===== config.mk =====
export PLATFORM = sky130hd
export DESIGN_NAME = oag_top
export DESIGN_NICKNAME = d
export VERILOG_FILES = /design/src/oag_pkg.sv /design/src/oag_addr_form.sv /design/src/oag_top.sv
export VERILOG_INCLUDE_DIRS = /design/src /design/src/src
export SDC_FILE = /design/constraint.sdc
export NUM_CORES = 1
export LEC_CHECK = 0
export BUFFER_PORTS_ARGS = -buffer_cell sky130_fd_sc_hd__buf_4
export CORE_MARGIN = 4
export CORE_UTILIZATION = 30
export DETAILED_ROUTE_END_ITERATION = 16
export GPL_ROUTABILITY_DRIVEN = 0
export RECOVER_POWER = 100
export SYNTH_ARGS = -nofsm -noshare
export SYNTH_HDL_FRONTEND = slang
export SYNTH_SLANG_ARGS = --single-unit

===== constraint.sdc =====
create_clock -name clk_sys -period 7.3 [get_ports clk_sys]
set_input_delay 1.46 -clock clk_sys [delete_from_list [all_inputs] [get_ports clk_sys]]
set_output_delay 1.46 -clock clk_sys [all_outputs]
set_load 0.05 [all_outputs]

===== src/oag_consts.svh =====
`ifndef OAG_CONSTS_SVH
`define OAG_CONSTS_SVH
// What this block does
// - Index selector zero leaves the operand field alone, no addition.
// - Selector one to seven picks that low scratchpad register as index.
// - Index register is added to the 16-bit operand field, carry dropped.
// - Indirect flag one asks for indirection after indexing; zero means none.
// - With indirection, mode bit one is memory indirect, zero register indirect.
// - Memory indirect reads task memory and replaces modifier, operand, mode, then restarts.
// - Register indirect moves bits 28-31 and 17, flags write-back, saves selector.
// - Operand field then loads from the selected scratchpad register; indexing repeats.
// - With write-back flagged, the indexed operand goes back into that register.
// - Indexing and indirection repeat until the indirect flag is zero.
// - The final mode bit chooses literal operand or operand address.
// - A physical operand address goes straight to memory, no kernel lookup.
// - Virtual address bits 16-23 pick a kernel word in the kernel page.
// - Page-oriented read-only memory page is copied into task memory if absent.
// - A main memory page load moves 256 consecutive words from the addressed word.
// - A mid-page load wraps to the first word of the same page.
// - Task page number goes into kernel bits 0-7 and forms the address.
// - Word-oriented displacement is an eight-bit sum with the carry suppressed.
// - Word-oriented main address is kernel bits 12-23 then the new displacement.
// - Kernel bit 10 tells whether the page sits in the named task page.
// - A page brought in on demand sets the kernel residency flag.
// - A two-bit kernel page pointer names the task page holding the kernel.

// -----------------------------------------------------------------
// Instruction word fields (documentation bit n sits at index 35-n)
// -----------------------------------------------------------------
`define OAG_W_INDIR 23
`define OAG_W_MOD_HI 23
`define OAG_W_MOD_LO 20
`define OAG_W_SEL_HI 22
`define OAG_W_SEL_LO 20
`define OAG_W_OP_HI 19
`define OAG_W_OP_LO 4
`define OAG_W_WBK 19
`define OAG_W_NTAG 18
`define OAG_W_RSEL_HI 12
`define OAG_W_RSEL_LO 8
`define OAG_W_NMOD_HI 7
`define OAG_W_NMOD_LO 4
`define OAG_W_MODE 3
`define OAG_W_SUB_HI 23
`define OAG_W_SUB_LO 3
`define OAG_W_KIDX_HI 19
`define OAG_W_KIDX_LO 12
`define OAG_W_DISP_HI 11
`define OAG_W_DISP_LO 4

// -----------------------------------------------------------------
// Kernel word fields
// -----------------------------------------------------------------
`define OAG_K_TMPG_HI 35
`define OAG_K_TMPG_LO 28
`define OAG_K_RES 25
`define OAG_K_PW 24
`define OAG_K_UNIT_HI 23
`define OAG_K_UNIT_LO 20
`define OAG_K_ROMU_HI 23
`define OAG_K_ROMU_LO 16
`define OAG_K_ROMPG_HI 15
`define OAG_K_ROMPG_LO 4
`define OAG_K_MPG_HI 23
`define OAG_K_MPG_LO 12
`define OAG_K_DISP_HI 11
`define OAG_K_DISP_LO 4
`define OAG_K_PAR 0

// -----------------------------------------------------------------
// Values
// -----------------------------------------------------------------
`define OAG_NO_INDEX 3'h0
`define OAG_LAST_WORD 8'hFF
`define OAG_FIRST_WORD 8'h00
`define OAG_KPR_RESET 2'h0
`define OAG_KPG_PAD 6'h00
`define OAG_LIT_PAD 4'h0
`define OAG_IDX_PAD 2'h0

`endif


===== src/oag_pkg.sv =====
package oag_pkg;

  typedef enum logic [3:0] {
    S_IDLE,
    S_INDEX,
    S_MEMIND,
    S_REGIND,
    S_FINAL,
    S_KWRD,
    S_KWCHK,
    S_XFERRD,
    S_XFERWR,
    S_KWWR,
    S_OUT
  } oag_state_e;

  typedef struct packed {
    oag_state_e state;
    logic [35:0] word;
    logic [35:0] kw;
    logic [35:0] xbuf;
    logic [7:0] cnt;
    logic [7:0] loadPage;
    logic fromMain;
    logic wbPending;
    logic [4:0] savedSel;
    logic [1:0] kernel_page_pointer;
    logic opIsLiteral;
    logic opInMain;
    logic [19:0] opAddr;
  } oag_regs_s;

endpackage


===== src/oag_addr_form.sv =====
`timescale 1ns/100ps
`include "oag_consts.svh"

module oag_addr_form (
  // Current words
  input wire logic [35:0] word,
  input wire logic [35:0] kw,
  input wire logic [1:0] kernel_page_pointer,
  // Page load progress
  input wire logic [7:0] loadPage,
  input wire logic [7:0] cnt,
  // Formed addresses
  output logic [15:0] kwAddr,
  output logic [19:0] wordMainAddr,
  output logic [15:0] resTmAddr,
  output logic [15:0] loadTmAddr,
  output logic [19:0] srcMainAddr,
  output logic [27:0] srcRomAddr,
  output logic [15:0] dstTmAddr
);

  // Eight-bit sum; the carry is dropped so the page never changes
  function automatic logic [7:0] addByte(input logic [7:0] a, input logic [7:0] b);
    addByte = a + b;
  endfunction

  logic [7:0] disp;

  assign disp = word[`OAG_W_DISP_HI:`OAG_W_DISP_LO];
  assign kwAddr = {`OAG_KPG_PAD, kernel_page_pointer, word[`OAG_W_KIDX_HI:`OAG_W_KIDX_LO]};
  assign wordMainAddr = {kw[`OAG_K_MPG_HI:`OAG_K_MPG_LO],
                         addByte(kw[`OAG_K_DISP_HI:`OAG_K_DISP_LO], disp)};
  assign resTmAddr = {kw[`OAG_K_TMPG_HI:`OAG_K_TMPG_LO], disp};
  assign loadTmAddr = {loadPage, disp};
  // Wrap inside the source page when the start is mid-page
  assign srcMainAddr = {kw[`OAG_K_MPG_HI:`OAG_K_MPG_LO],
                        addByte(kw[`OAG_K_DISP_HI:`OAG_K_DISP_LO], cnt)};
  assign srcRomAddr = {kw[`OAG_K_ROMU_HI:`OAG_K_ROMU_LO],
                       kw[`OAG_K_ROMPG_HI:`OAG_K_ROMPG_LO], cnt};
  assign dstTmAddr = {loadPage, cnt};

endmodule


===== src/oag_top.sv =====
`timescale 1ns/100ps
`include "oag_consts.svh"

module oag_top (
  // Clock and reset
  input wire logic clk_sys,
  input wire logic resetn,
  // Instruction from fetch stage
  input wire logic instrValid,
  input wire logic [35:0] instrWord,
  output logic instrReady,
  // Configuration
  input wire logic virtualMode,
  input wire logic [3:0] mainUnitPrefix,
  input wire logic [7:0] freePage,
  input wire logic kprLoad,
  input wire logic [1:0] kprIn,
  output logic [1:0] kernelPagePointer,
  // Scratchpad registers
  output logic [4:0] spRdAddr,
  input wire logic [15:0] spRdData,
  output logic spWrEn,
  output logic [4:0] spWrAddr,
  output logic [15:0] spWrData,
  // Task memory
  output logic tmReq,
  output logic tmWe,
  output logic [15:0] tmAddr,
  output logic [35:0] tmWrData,
  input wire logic [35:0] tmRdData,
  input wire logic tmAck,
  // Main data memory
  output logic mmReq,
  output logic [19:0] mmAddr,
  input wire logic [35:0] mmRdData,
  input wire logic mmAck,
  // Block read-only memory
  output logic romReq,
  output logic [27:0] romAddr,
  input wire logic [35:0] romRdData,
  input wire logic romAck,
  // Operand result
  output logic opValid,
  output logic opIsLiteral,
  output logic opInMain,
  output logic [19:0] opAddr,
  input wire logic opReady
);

  oag_pkg::oag_regs_s r_reg;
  oag_pkg::oag_regs_s r_next;

  logic [15:0] kwAddr;
  logic [19:0] wordMainAddr;
  logic [15:0] resTmAddr;
  logic [15:0] loadTmAddr;
  logic [19:0] srcMainAddr;
  logic [27:0] srcRomAddr;
  logic [15:0] dstTmAddr;
  logic [2:0] idxSel;
  logic [15:0] opField;
  logic [15:0] idxOp;
  logic [35:0] kwNew;
  logic srcAck;
  logic [35:0] srcData;

  oag_addr_form i_oag_addr_form (
    .word(r_reg.word),
    .kw(r_reg.kw),
    .kernel_page_pointer(r_reg.kernel_page_pointer),
    .loadPage(r_reg.loadPage),
    .cnt(r_reg.cnt),
    .kwAddr(kwAddr),
    .wordMainAddr(wordMainAddr),
    .resTmAddr(resTmAddr),
    .loadTmAddr(loadTmAddr),
    .srcMainAddr(srcMainAddr),
    .srcRomAddr(srcRomAddr),
    .dstTmAddr(dstTmAddr)
  );

  // -----------------------------------------------------------------
  // Datapath terms
  // -----------------------------------------------------------------
  assign idxSel = r_reg.word[`OAG_W_SEL_HI:`OAG_W_SEL_LO];
  assign opField = r_reg.word[`OAG_W_OP_HI:`OAG_W_OP_LO];
  // Sum is cut to 16 bits, so a carry out of the field is lost
  assign idxOp = (idxSel == `OAG_NO_INDEX) ? opField : opField + spRdData;

  // Kernel word after a page load: page number, residency, fresh odd parity
  always_comb begin
    kwNew = r_reg.kw;
    kwNew[`OAG_K_TMPG_HI:`OAG_K_TMPG_LO] = r_reg.loadPage;
    kwNew[`OAG_K_RES] = 1'b1;
    kwNew[`OAG_K_PAR] = ~^kwNew[35:1];
  end

  assign srcAck = r_reg.fromMain ? mmAck : romAck;
  assign srcData = r_reg.fromMain ? mmRdData : romRdData;

  // -----------------------------------------------------------------
  // Ports driven from state
  // -----------------------------------------------------------------
  assign instrReady = (r_reg.state == oag_pkg::S_IDLE);
  assign kernelPagePointer = r_reg.kernel_page_pointer;
  // Register indirect reads the selector field of the word, indexing reads the index register
  assign spRdAddr = (r_reg.state == oag_pkg::S_REGIND) ?
                    r_reg.word[`OAG_W_RSEL_HI:`OAG_W_RSEL_LO] :
                    {`OAG_IDX_PAD, idxSel};
  assign spWrEn = (r_reg.state == oag_pkg::S_INDEX) && r_reg.wbPending;
  assign spWrAddr = r_reg.savedSel;
  assign spWrData = idxOp;
  assign tmReq = (r_reg.state == oag_pkg::S_MEMIND) || (r_reg.state == oag_pkg::S_KWRD) ||
                 (r_reg.state == oag_pkg::S_XFERWR) || (r_reg.state == oag_pkg::S_KWWR);
  assign tmWe = (r_reg.state == oag_pkg::S_XFERWR) || (r_reg.state == oag_pkg::S_KWWR);
  assign tmWrData = (r_reg.state == oag_pkg::S_KWWR) ? kwNew : r_reg.xbuf;
  assign mmReq = (r_reg.state == oag_pkg::S_XFERRD) && r_reg.fromMain;
  assign mmAddr = srcMainAddr;
  assign romReq = (r_reg.state == oag_pkg::S_XFERRD) && !r_reg.fromMain;
  assign romAddr = srcRomAddr;
  assign opValid = (r_reg.state == oag_pkg::S_OUT);
  assign opIsLiteral = r_reg.opIsLiteral;
  assign opInMain = r_reg.opInMain;
  assign opAddr = r_reg.opAddr;

  always_comb begin
    unique case (r_reg.state)
      oag_pkg::S_MEMIND: tmAddr = opField;
      oag_pkg::S_KWRD: tmAddr = kwAddr;
      oag_pkg::S_XFERWR: tmAddr = dstTmAddr;
      oag_pkg::S_KWWR: tmAddr = kwAddr;
      default: tmAddr = opField;
    endcase
  end

  // -----------------------------------------------------------------
  // Sequencer
  // -----------------------------------------------------------------
  always_comb begin
    r_next = r_reg;
    if (kprLoad) begin
      r_next.kernel_page_pointer = kprIn;
    end
    unique case (r_reg.state)
      oag_pkg::S_IDLE: begin
        if (instrValid) begin
          r_next.word = instrWord;
          r_next.wbPending = 1'b0;
          r_next.state = oag_pkg::S_INDEX;
        end
      end
      oag_pkg::S_INDEX: begin
        r_next.word[`OAG_W_OP_HI:`OAG_W_OP_LO] = idxOp;
        r_next.wbPending = 1'b0;
        if (!r_reg.word[`OAG_W_INDIR]) begin
          r_next.state = oag_pkg::S_FINAL;
        end else if (r_reg.word[`OAG_W_MODE]) begin
          r_next.state = oag_pkg::S_MEMIND;
        end else begin
          r_next.state = oag_pkg::S_REGIND;
        end
      end
      oag_pkg::S_MEMIND: begin
        if (tmAck) begin
          r_next.word[`OAG_W_SUB_HI:`OAG_W_SUB_LO] = tmRdData[`OAG_W_SUB_HI:`OAG_W_SUB_LO];
          r_next.state = oag_pkg::S_INDEX;
        end
      end
      oag_pkg::S_REGIND: begin
        // All sources are read from the old word, so the overlaps are harmless
        r_next.word[`OAG_W_MOD_HI:`OAG_W_MOD_LO] =
          r_reg.word[`OAG_W_NMOD_HI:`OAG_W_NMOD_LO];
        r_next.word[`OAG_W_MODE] = r_reg.word[`OAG_W_NTAG];
        r_next.wbPending = r_reg.word[`OAG_W_WBK];
        r_next.savedSel = r_reg.word[`OAG_W_RSEL_HI:`OAG_W_RSEL_LO];
        r_next.word[`OAG_W_OP_HI:`OAG_W_OP_LO] = spRdData;
        r_next.state = oag_pkg::S_INDEX;
      end
      oag_pkg::S_FINAL: begin
        r_next.opInMain = 1'b0;
        r_next.opAddr = {`OAG_LIT_PAD, opField};
        if (!r_reg.word[`OAG_W_MODE]) begin
          r_next.opIsLiteral = 1'b1;
          r_next.state = oag_pkg::S_OUT;
        end else if (!virtualMode) begin
          r_next.opIsLiteral = 1'b0;
          r_next.state = oag_pkg::S_OUT;
        end else begin
          r_next.opIsLiteral = 1'b0;
          r_next.state = oag_pkg::S_KWRD;
        end
      end
      oag_pkg::S_KWRD: begin
        if (tmAck) begin
          r_next.kw = tmRdData;
          r_next.state = oag_pkg::S_KWCHK;
        end
      end
      oag_pkg::S_KWCHK: begin
        if (!r_reg.kw[`OAG_K_PW]) begin
          r_next.opInMain = 1'b1;
          r_next.opAddr = wordMainAddr;
          r_next.state = oag_pkg::S_OUT;
        end else if (r_reg.kw[`OAG_K_RES]) begin
          r_next.opAddr = {`OAG_LIT_PAD, resTmAddr};
          r_next.state = oag_pkg::S_OUT;
        end else begin
          r_next.cnt = `OAG_FIRST_WORD;
          r_next.loadPage = freePage;
          r_next.fromMain = (r_reg.kw[`OAG_K_UNIT_HI:`OAG_K_UNIT_LO] == mainUnitPrefix);
          r_next.state = oag_pkg::S_XFERRD;
        end
      end
      oag_pkg::S_XFERRD: begin
        if (srcAck) begin
          r_next.xbuf = srcData;
          r_next.state = oag_pkg::S_XFERWR;
        end
      end
      oag_pkg::S_XFERWR: begin
        if (tmAck) begin
          r_next.cnt = r_reg.cnt + 8'h01;
          if (r_reg.cnt == `OAG_LAST_WORD) begin
            r_next.state = oag_pkg::S_KWWR;
          end else begin
            r_next.state = oag_pkg::S_XFERRD;
          end
        end
      end
      oag_pkg::S_KWWR: begin
        if (tmAck) begin
          r_next.kw = kwNew;
          r_next.opAddr = {`OAG_LIT_PAD, loadTmAddr};
          r_next.state = oag_pkg::S_OUT;
        end
      end
      oag_pkg::S_OUT: begin
        if (opReady) begin
          r_next.state = oag_pkg::S_IDLE;
        end
      end
    endcase
  end

  always_ff @(posedge clk_sys or negedge resetn) begin
    if (!resetn) begin
      r_reg <= '0;
    end else begin
      r_reg <= r_next;
    end
  end

  // -----------------------------------------------------------------
  // Checks
  // -----------------------------------------------------------------
  chk_zero_index: assert property (@(posedge clk_sys) disable iff (!resetn)
    (r_reg.state == oag_pkg::S_INDEX && idxSel == `OAG_NO_INDEX) |=>
      opField == $past(opField)) else $error("operand changed with no index");
  chk_index_src: assert property (@(posedge clk_sys) disable iff (!resetn)
    (r_reg.state == oag_pkg::S_INDEX) |-> spRdAddr == {`OAG_IDX_PAD, idxSel})
    else $error("wrong index register read");
  chk_index_sum: assert property (@(posedge clk_sys) disable iff (!resetn)
    (r_reg.state == oag_pkg::S_INDEX && idxSel != `OAG_NO_INDEX) |=>
      opField == 16'($past(opField) + $past(spRdData))) else $error("bad index sum");
  chk_no_indirect: assert property (@(posedge clk_sys) disable iff (!resetn)
    (r_reg.state == oag_pkg::S_INDEX && !r_reg.word[`OAG_W_INDIR]) |=>
      r_reg.state == oag_pkg::S_FINAL) else $error("indirection without flag");
  chk_mode_pick: assert property (@(posedge clk_sys) disable iff (!resetn)
    (r_reg.state == oag_pkg::S_INDEX && r_reg.word[`OAG_W_INDIR]) |=>
      (r_reg.state == oag_pkg::S_MEMIND) == $past(r_reg.word[`OAG_W_MODE]))
    else $error("wrong indirect mode");
  chk_reg_rearrange: assert property (@(posedge clk_sys) disable iff (!resetn)
    (r_reg.state == oag_pkg::S_REGIND) |=>
      r_reg.savedSel == $past(r_reg.word[`OAG_W_RSEL_HI:`OAG_W_RSEL_LO]) &&
      r_reg.word[`OAG_W_MODE] == $past(r_reg.word[`OAG_W_NTAG]) &&
      opField == $past(spRdData)) else $error("bad register indirect step");
  chk_write_back: assert property (@(posedge clk_sys) disable iff (!resetn)
    (r_reg.state == oag_pkg::S_REGIND && r_reg.word[`OAG_W_WBK]) |=>
      spWrEn && spWrAddr == $past(r_reg.word[`OAG_W_RSEL_HI:`OAG_W_RSEL_LO]))
    else $error("write-back missing");
  chk_word_disp: assert property (@(posedge clk_sys) disable iff (!resetn)
    (r_reg.state == oag_pkg::S_KWCHK && !r_reg.kw[`OAG_K_PW]) |=>
      opAddr[7:0] == 8'($past(r_reg.kw[`OAG_K_DISP_HI:`OAG_K_DISP_LO]) +
                        $past(r_reg.word[`OAG_W_DISP_HI:`OAG_W_DISP_LO])))
    else $error("bad word displacement");
  chk_load_end: assert property (@(posedge clk_sys) disable iff (!resetn)
    (r_reg.state == oag_pkg::S_XFERWR && tmAck && r_reg.cnt != `OAG_LAST_WORD) |=>
      r_reg.state == oag_pkg::S_XFERRD) else $error("page load ended early");
  chk_resident_set: assert property (@(posedge clk_sys) disable iff (!resetn)
    (r_reg.state == oag_pkg::S_KWWR) |-> tmWe && tmWrData[`OAG_K_RES] &&
      tmWrData[`OAG_K_TMPG_HI:`OAG_K_TMPG_LO] == r_reg.loadPage)
    else $error("kernel word not marked resident");
  chk_mem_subst: assert property (@(posedge clk_sys) disable iff (!resetn)
    (r_reg.state == oag_pkg::S_MEMIND && tmAck) |=> r_reg.state == oag_pkg::S_INDEX &&
      r_reg.word[`OAG_W_SUB_HI:`OAG_W_SUB_LO] == $past(tmRdData[`OAG_W_SUB_HI:`OAG_W_SUB_LO]))
    else $error("memory indirect word not substituted");
  chk_literal_pick: assert property (@(posedge clk_sys) disable iff (!resetn)
    (r_reg.state == oag_pkg::S_FINAL && !r_reg.word[`OAG_W_MODE]) |=>
      opIsLiteral && opAddr == {`OAG_LIT_PAD, $past(opField)})
    else $error("literal operand not flagged");
  chk_stall_load: assert property (@(posedge clk_sys) disable iff (!resetn)
    (r_reg.state == oag_pkg::S_XFERRD || r_reg.state == oag_pkg::S_XFERWR) |-> !opValid)
    else $error("operand valid during page load");

endmodule


**Word level (Yosys, flattened, before mapping)**

Cells that the tools add are included.

- Bits in registers: 159
- Latch bits: 0
- Bits in writable memories: 0
- Memory bits (read-only): 0
- Output and inout port bits: 157
- Word-level logic and storage cells: 117
- Memories: 0

- Add/subtract/negate cells: 4
- $mul: 0
- Div/mod/pow operators: 0
- Order comparisons: 0
- Equality and inequality tests: 23
- Shift operators: 0
- Mux-type cells: 41
- Bitwise logic cells: 2
- Reduce and logical (&&, ||, !) cells: 31

Operator list:

| operator | number |
|---|---|
| 36-bit 2-to-1 mux | 4 |
| 36-bit one-hot mux with 2 select lines | 1 |
| 16-bit one-hot mux with 4 select lines | 1 |
| 20-bit 2-to-1 mux | 3 |
| 20-bit one-hot mux with 3 select lines | 1 |
| 4-bit 2-to-1 mux | 12 |
| 4-bit one-hot mux with 11 select lines | 1 |
| 40-bit 2-to-1 mux | 1 |
| 35-bit XNOR reduction | 1 |
| 17-bit 2-to-1 mux | 2 |
| 16-bit one-hot mux with 2 select lines | 1 |
| 21-bit 2-to-1 mux | 1 |
| 2-bit inequality test, second input constant | 9 |
| 3-bit AND reduction | 6 |
| 16-bit adder | 1 |
| 8-bit adder | 2 |
| 4-bit by 3-bit equality test with 1-bit output, second input constant | 4 |
| 16-bit 2-to-1 mux | 1 |
| 8-bit one-hot mux with 2 select lines | 1 |
| 4-bit equality test, second input constant | 3 |
| 4-bit one-hot mux with 3 select lines | 1 |
| 3-bit nonzero test | 3 |
| 8-bit by 1-bit adder with 8-bit output, second input constant | 1 |
| 4-bit by 2-bit equality test with 1-bit output, second input constant | 2 |
| other kinds (22) | 38 |

**Logic depth before layout (Yosys ltp)**

- Depth after elaboration: 4
- Gate-level depth with buffers: 11
- Gate-level depth less buffers: 11

**Modules after synthesis**

From an unflattened synthesis, not the netlist that was laid out.

- Cell total of the unflattened synthesis: 1332
- Area, all modules: 11426.0 sq um

By module, submodules not included:

| module | times used | cells each | area an instance (sq um) |
|---|---|---|---|
| oag_top | 1 | 1134 | 9935.8 |
| oag_addr_form | 1 | 198 | 1490.2 |

**Least setup slack after synthesis**

OpenSTA, ideal clock, no wires.

- Kind: input -> output
- Start: input spRdData[0]
- End: output spWrData[12]
- Data arrival time: 4.147 ns
- Required time: 5.840 ns
- Slack: 1.693 ns
- Stages: 11
- Buffers on the path: 0
- Path through: ha_1 > inv_1 > fa_1 > nor2b_1 > o21ai_2 > a21boi_1 > o31a_1 > a221o_1 > a21oi_1 > xor2_1 > o21ai_0

- Word-level cells in the longest chain between the ends: 2

RTL lines:

| element | RTL line | RTL |
|---|---|---|
| start: declaration | oag_top.sv:21 | `input wire logic [15:0] spRdData,` |
| 16-bit adder | oag_top.sv:88 | `` assign idxOp = (idxSel == `OAG_NO_INDEX) ? opField : opField + spRdData; `` |
| 16-bit 2-to-1 mux | oag_top.sv:88 |  |
| end: declaration | oag_top.sv:24 | `output logic [15:0] spWrData,` |

Every way passes these cells.

**Worst setup path in the final report**

- Start: input spRdData[1]
- End: output spWrData[13]

The elaborated chain is that of the path after synthesis.

==> impl_metrics.prom <==
# TYPE chip_impl_metric gauge
chip_impl_metric{name="fin_tns_setup",unit="ns"} 0
chip_impl_metric{name="hold-path-cell-count",unit=""} 2
chip_impl_metric{name="slew_violations",unit=""} 290
chip_impl_metric{name="first_global_vias",unit=""} 9243
chip_impl_info{name="largest_area_contributor_in_the_synthesized_netlist",value="dfrtp_1"} 1
chip_impl_metric{name="cts-buffers-inserted",unit=""} 17
chip_impl_metric{name="vias",unit=""} 9381
chip_impl_metric{name="detail_route.wl_per_cell",unit="um"} 21.66
chip_impl_info{name="synth_top_cells_by_count",value="235 x nand2_1, 143 x dfrtp_1, 126 x a21oi_1"} 1
chip_impl_metric{name="aggregate_global_route_resource_usage",unit="%"} 22.02
chip_impl_info{name="failed_checks",value="max-capacitance violations, max-slew violations"} 1
chip_impl_metric{name="grt-ovfl-total",unit=""} 0
chip_impl_metric{name="grt_max_degree",unit=""} 81
chip_impl_metric{name="cts.path.max_buffers",unit=""} 2
chip_impl_metric{name="place.detailed.hpwl",unit="um"} 31340
chip_impl_metric{name="iteration_0_drc_markers",unit=""} 619
chip_impl_info{name="synth.most_common_cell",value="nand2_1"} 1
chip_impl_metric{name="synthCells",unit=""} 1180
chip_impl_metric{name="fin_crit",unit="ns"} 5.737
chip_impl_metric{name="numClockSinks",unit=""} 143
chip_impl_metric{name="fp-row-count",unit=""} 66
chip_impl_metric{name="fp.dieArea",unit="um2"} 35860
chip_impl_metric{name="ioPinCount",unit=""} 340
chip_impl_info{name="synth_top_cells_by_area",value="dfrtp_1 36%, nand2_1 8.9%, mux2i_1 6.7%"} 1
chip_impl_metric{name="antenna_left",unit=""} 0
chip_impl_metric{name="cts-hold-fix-buffers",unit=""} 0
chip_impl_info{name="criticalPathCategory",value="input pin to primary output"} 1
chip_impl_metric{name="synth-seq-cells",unit=""} 143
chip_impl_metric{name="flip_flop_count_of_the_largest_register_all_copies_and_words_added",unit=""} 61
chip_impl_metric{name="synth-seq-area-share",unit="%"} 36.26
chip_impl_metric{name="htree_levels",unit=""} 4
chip_impl_metric{name="setup_violation_total_in_the_final_timing_report",unit=""} 0
chip_impl_metric{name="num-fill-cells",unit=""} 3574
chip_impl_metric{name="totalWireLength",unit="um"} 40450
chip_impl_metric{name="die_width",unit="um"} 189.4
chip_impl_metric{name="antenna_found_initial",unit=""} 0
chip_impl_metric{name="grt_first_pass_wirelength",unit="um"} 59310
chip_impl_metric{name="fin_hold_viols",unit=""} 0
chip_impl_metric{name="max_freq",unit="MHz"} 174.3
chip_impl_metric{name="fin_skew",unit="ns"} 0.01309
chip_impl_metric{name="combined_area_of_the_multi_input_logic_cells",unit="um2"} 5350
chip_impl_info{name="cts-root-buf",value="clkbuf_16"} 1
chip_impl_info{name="status",value="finished, violations left"} 1
chip_impl_metric{name="final_nets",unit=""} 1628
chip_impl_metric{name="area_share_of_the_largest_cell_type_after_synthesis",unit="%"} 36.26
chip_impl_metric{name="seqCellArea",unit="um2"} 3578
chip_impl_metric{name="drcViolationCount",unit=""} 0
chip_impl_metric{name="synthesis.area_per_instance",unit="um2"} 8.364
chip_impl_info{name="hold_path.class",value="flip-flop to flip-flop"} 1
chip_impl_metric{name="detail_route.vias_per_cell",unit=""} 5.025
chip_impl_metric{name="clkSlewWorstSetupHoldPaths",unit="ns"} 0.06
chip_impl_metric{name="ys.warnings.count",unit=""} 0
chip_impl_metric{name="areaGrowthSynthToFinish",unit="%"} 23.81
chip_impl_metric{name="synth_edf_count",unit=""} 0
chip_impl_metric{name="post-route-period-util",unit="%"} 78.59
chip_impl_metric{name="post_synth_num_cell_types",unit=""} 62
chip_impl_metric{name="cts_resized",unit=""} 0
chip_impl_metric{name="detailedRoute.firstPassIterationCount",unit=""} 7
chip_impl_metric{name="synth_area",unit="um2"} 9869
chip_impl_metric{name="crit_required",unit="ns"} 5.84
chip_impl_info{name="tritoncts",value="built"} 1
chip_impl_metric{name="buffer_ports.inserted",unit=""} 323
chip_impl_metric{name="postCtsSetupBuffers",unit=""} 0
chip_impl_metric{name="clk-insertion-delay-late",unit="ns"} 0.43
chip_impl_info{name="rsz0062_at_grt",value="no"} 1
chip_impl_metric{name="relSlewSlack",unit="%"} -143.6
chip_impl_info{name="cp-start-kind",value="input pin"} 1
chip_impl_metric{name="core_region_area",unit="um2"} 32540
chip_impl_info{name="crit_path_end_kind",value="primary output"} 1
chip_impl_metric{name="synth-async-reset-ratio",unit="%"} 100.0
chip_impl_metric{name="depth_of_the_most_critical_reg_to_reg_path",unit=""} 4
chip_impl_metric{name="slew_at_the_pin_closest_to_its_max_slew_limit",unit="ns"} 3.653
chip_impl_metric{name="synthesis.nets",unit=""} 1397
chip_impl_metric{name="overall_die_height",unit="um"} 189.4
chip_impl_info{name="yosys_most_used_dff",value="dfrtp_1"} 1
chip_impl_metric{name="starting_density",unit="%"} 30.33
chip_impl_metric{name="final_layout_size_suffix_gt1_share",unit="%"} 16.92
chip_impl_metric{name="cap_viol_max_count",unit=""} 8
chip_impl_metric{name="critical_path.max_fanout",unit=""} 3
chip_impl_metric{name="cp_data_arrival_time",unit="ns"} 4.28
## kinds of logic after synthesis
family                   count (synthesis)  synth area share (%)
AO/OA/AOI/OAI                          291                 18.28
AND/OR/NAND/NOR                        388                 16.15
multiplexers                            93                 9.774
adder cells (fa/ha/maj)                 34                 4.539
flip-flops                             143                 36.26
XOR/XNOR                                67                 5.946
buffers and inverters                  164                 9.052
## cells in the final DEF (no fill, tap or decap), drive strengths merged, types with 7 or more instances in the layout
cell and count:
a211oi 7, a21o 28, a21oi 126, a222oi 10, a22o 9, a31oi 7
buf 179, clkbuf 182, dfrtp 143, ha 31, inv 39, mux2 27
mux2i 66, nand2 235, nand2b 7, nand3 10, nand4 7, nor2 98
nor3 12, o21ai 63, o31ai 9, xnor2 48, xor2 19
## stage by stage
stage / util (%) / hold slack [ns] / std cells / cell area [um2] / setup WS [ns]
4_1_cts: 39.58 / 0.4782 / 1866 / 12880 / 2.013
6_report: 37.56 / 0.4714 / 1867 / 12220 / 1.563
3_3_place_gp: 37.59 / 0.4557 / 1834 / 12230 / 2.018
2_1_floorplan: - / 0.4400 / 1180 / 9869 / 1.693
5_1_grt: 37.55 / 0.4835 / 1866 / 12220 / 1.412
3_5_place_dp: 37.59 / 0.4634 / 1834 / 12230 / 2.031
## final timing paths
path	start	to	slack [ns]
min in group asynchronous	resetn	kwNew[8]	1.08
worst min-delay path	opAddr[19]	opAddr[19]	0.47
worst max register to register	r_reg[30]	r_reg[80]	2.66
max in group asynchronous	resetn	r_reg[46]	2.21
worst max-delay path	spRdData[1]	spWrData[13]	1.56
worst min register to register	opAddr[19]	opAddr[19]	0.47
## worst max-delay path: stages
cell and delay [ns]:
buf_4 0.12, ha_1 0.28, a21o_1 0.18, a21oi_1 0.33, o21ai_0 0.27, a221oi_1 0.48, o21ai_1 0.13, a21oi_1 0.19
xor2_1 0.11, o21ai_0 0.22, clkbuf_1 0.50
## per-layer routing
metal / up-vias / GRT usage [%] / routed length [um]
met4: 0 / 6.316 / 849
met2: 400 / 36.35 / 18980
li1: 4470 / - / -
met1: 4470 / 29.37 / 17730
met5: - / 0 / 0
met3: 41 / 4.443 / 2882
## final cells by class
cell class                      count  share of cell area, %
Timing Repair Buffer              340                  15.97
Inverter                           36                  1.106
Antenna cell                        1                0.02048
Tap cell                          442                  4.526
Sequential cell                   143                  29.29
Clock buffer                       21                  3.850
Clock inverter                     11                  1.454
Multi-Input combinational cell    873                  43.78
Power is not shown: default switching activity piles up to over one toggle a cycle in this logic, so the estimate is an artifact.
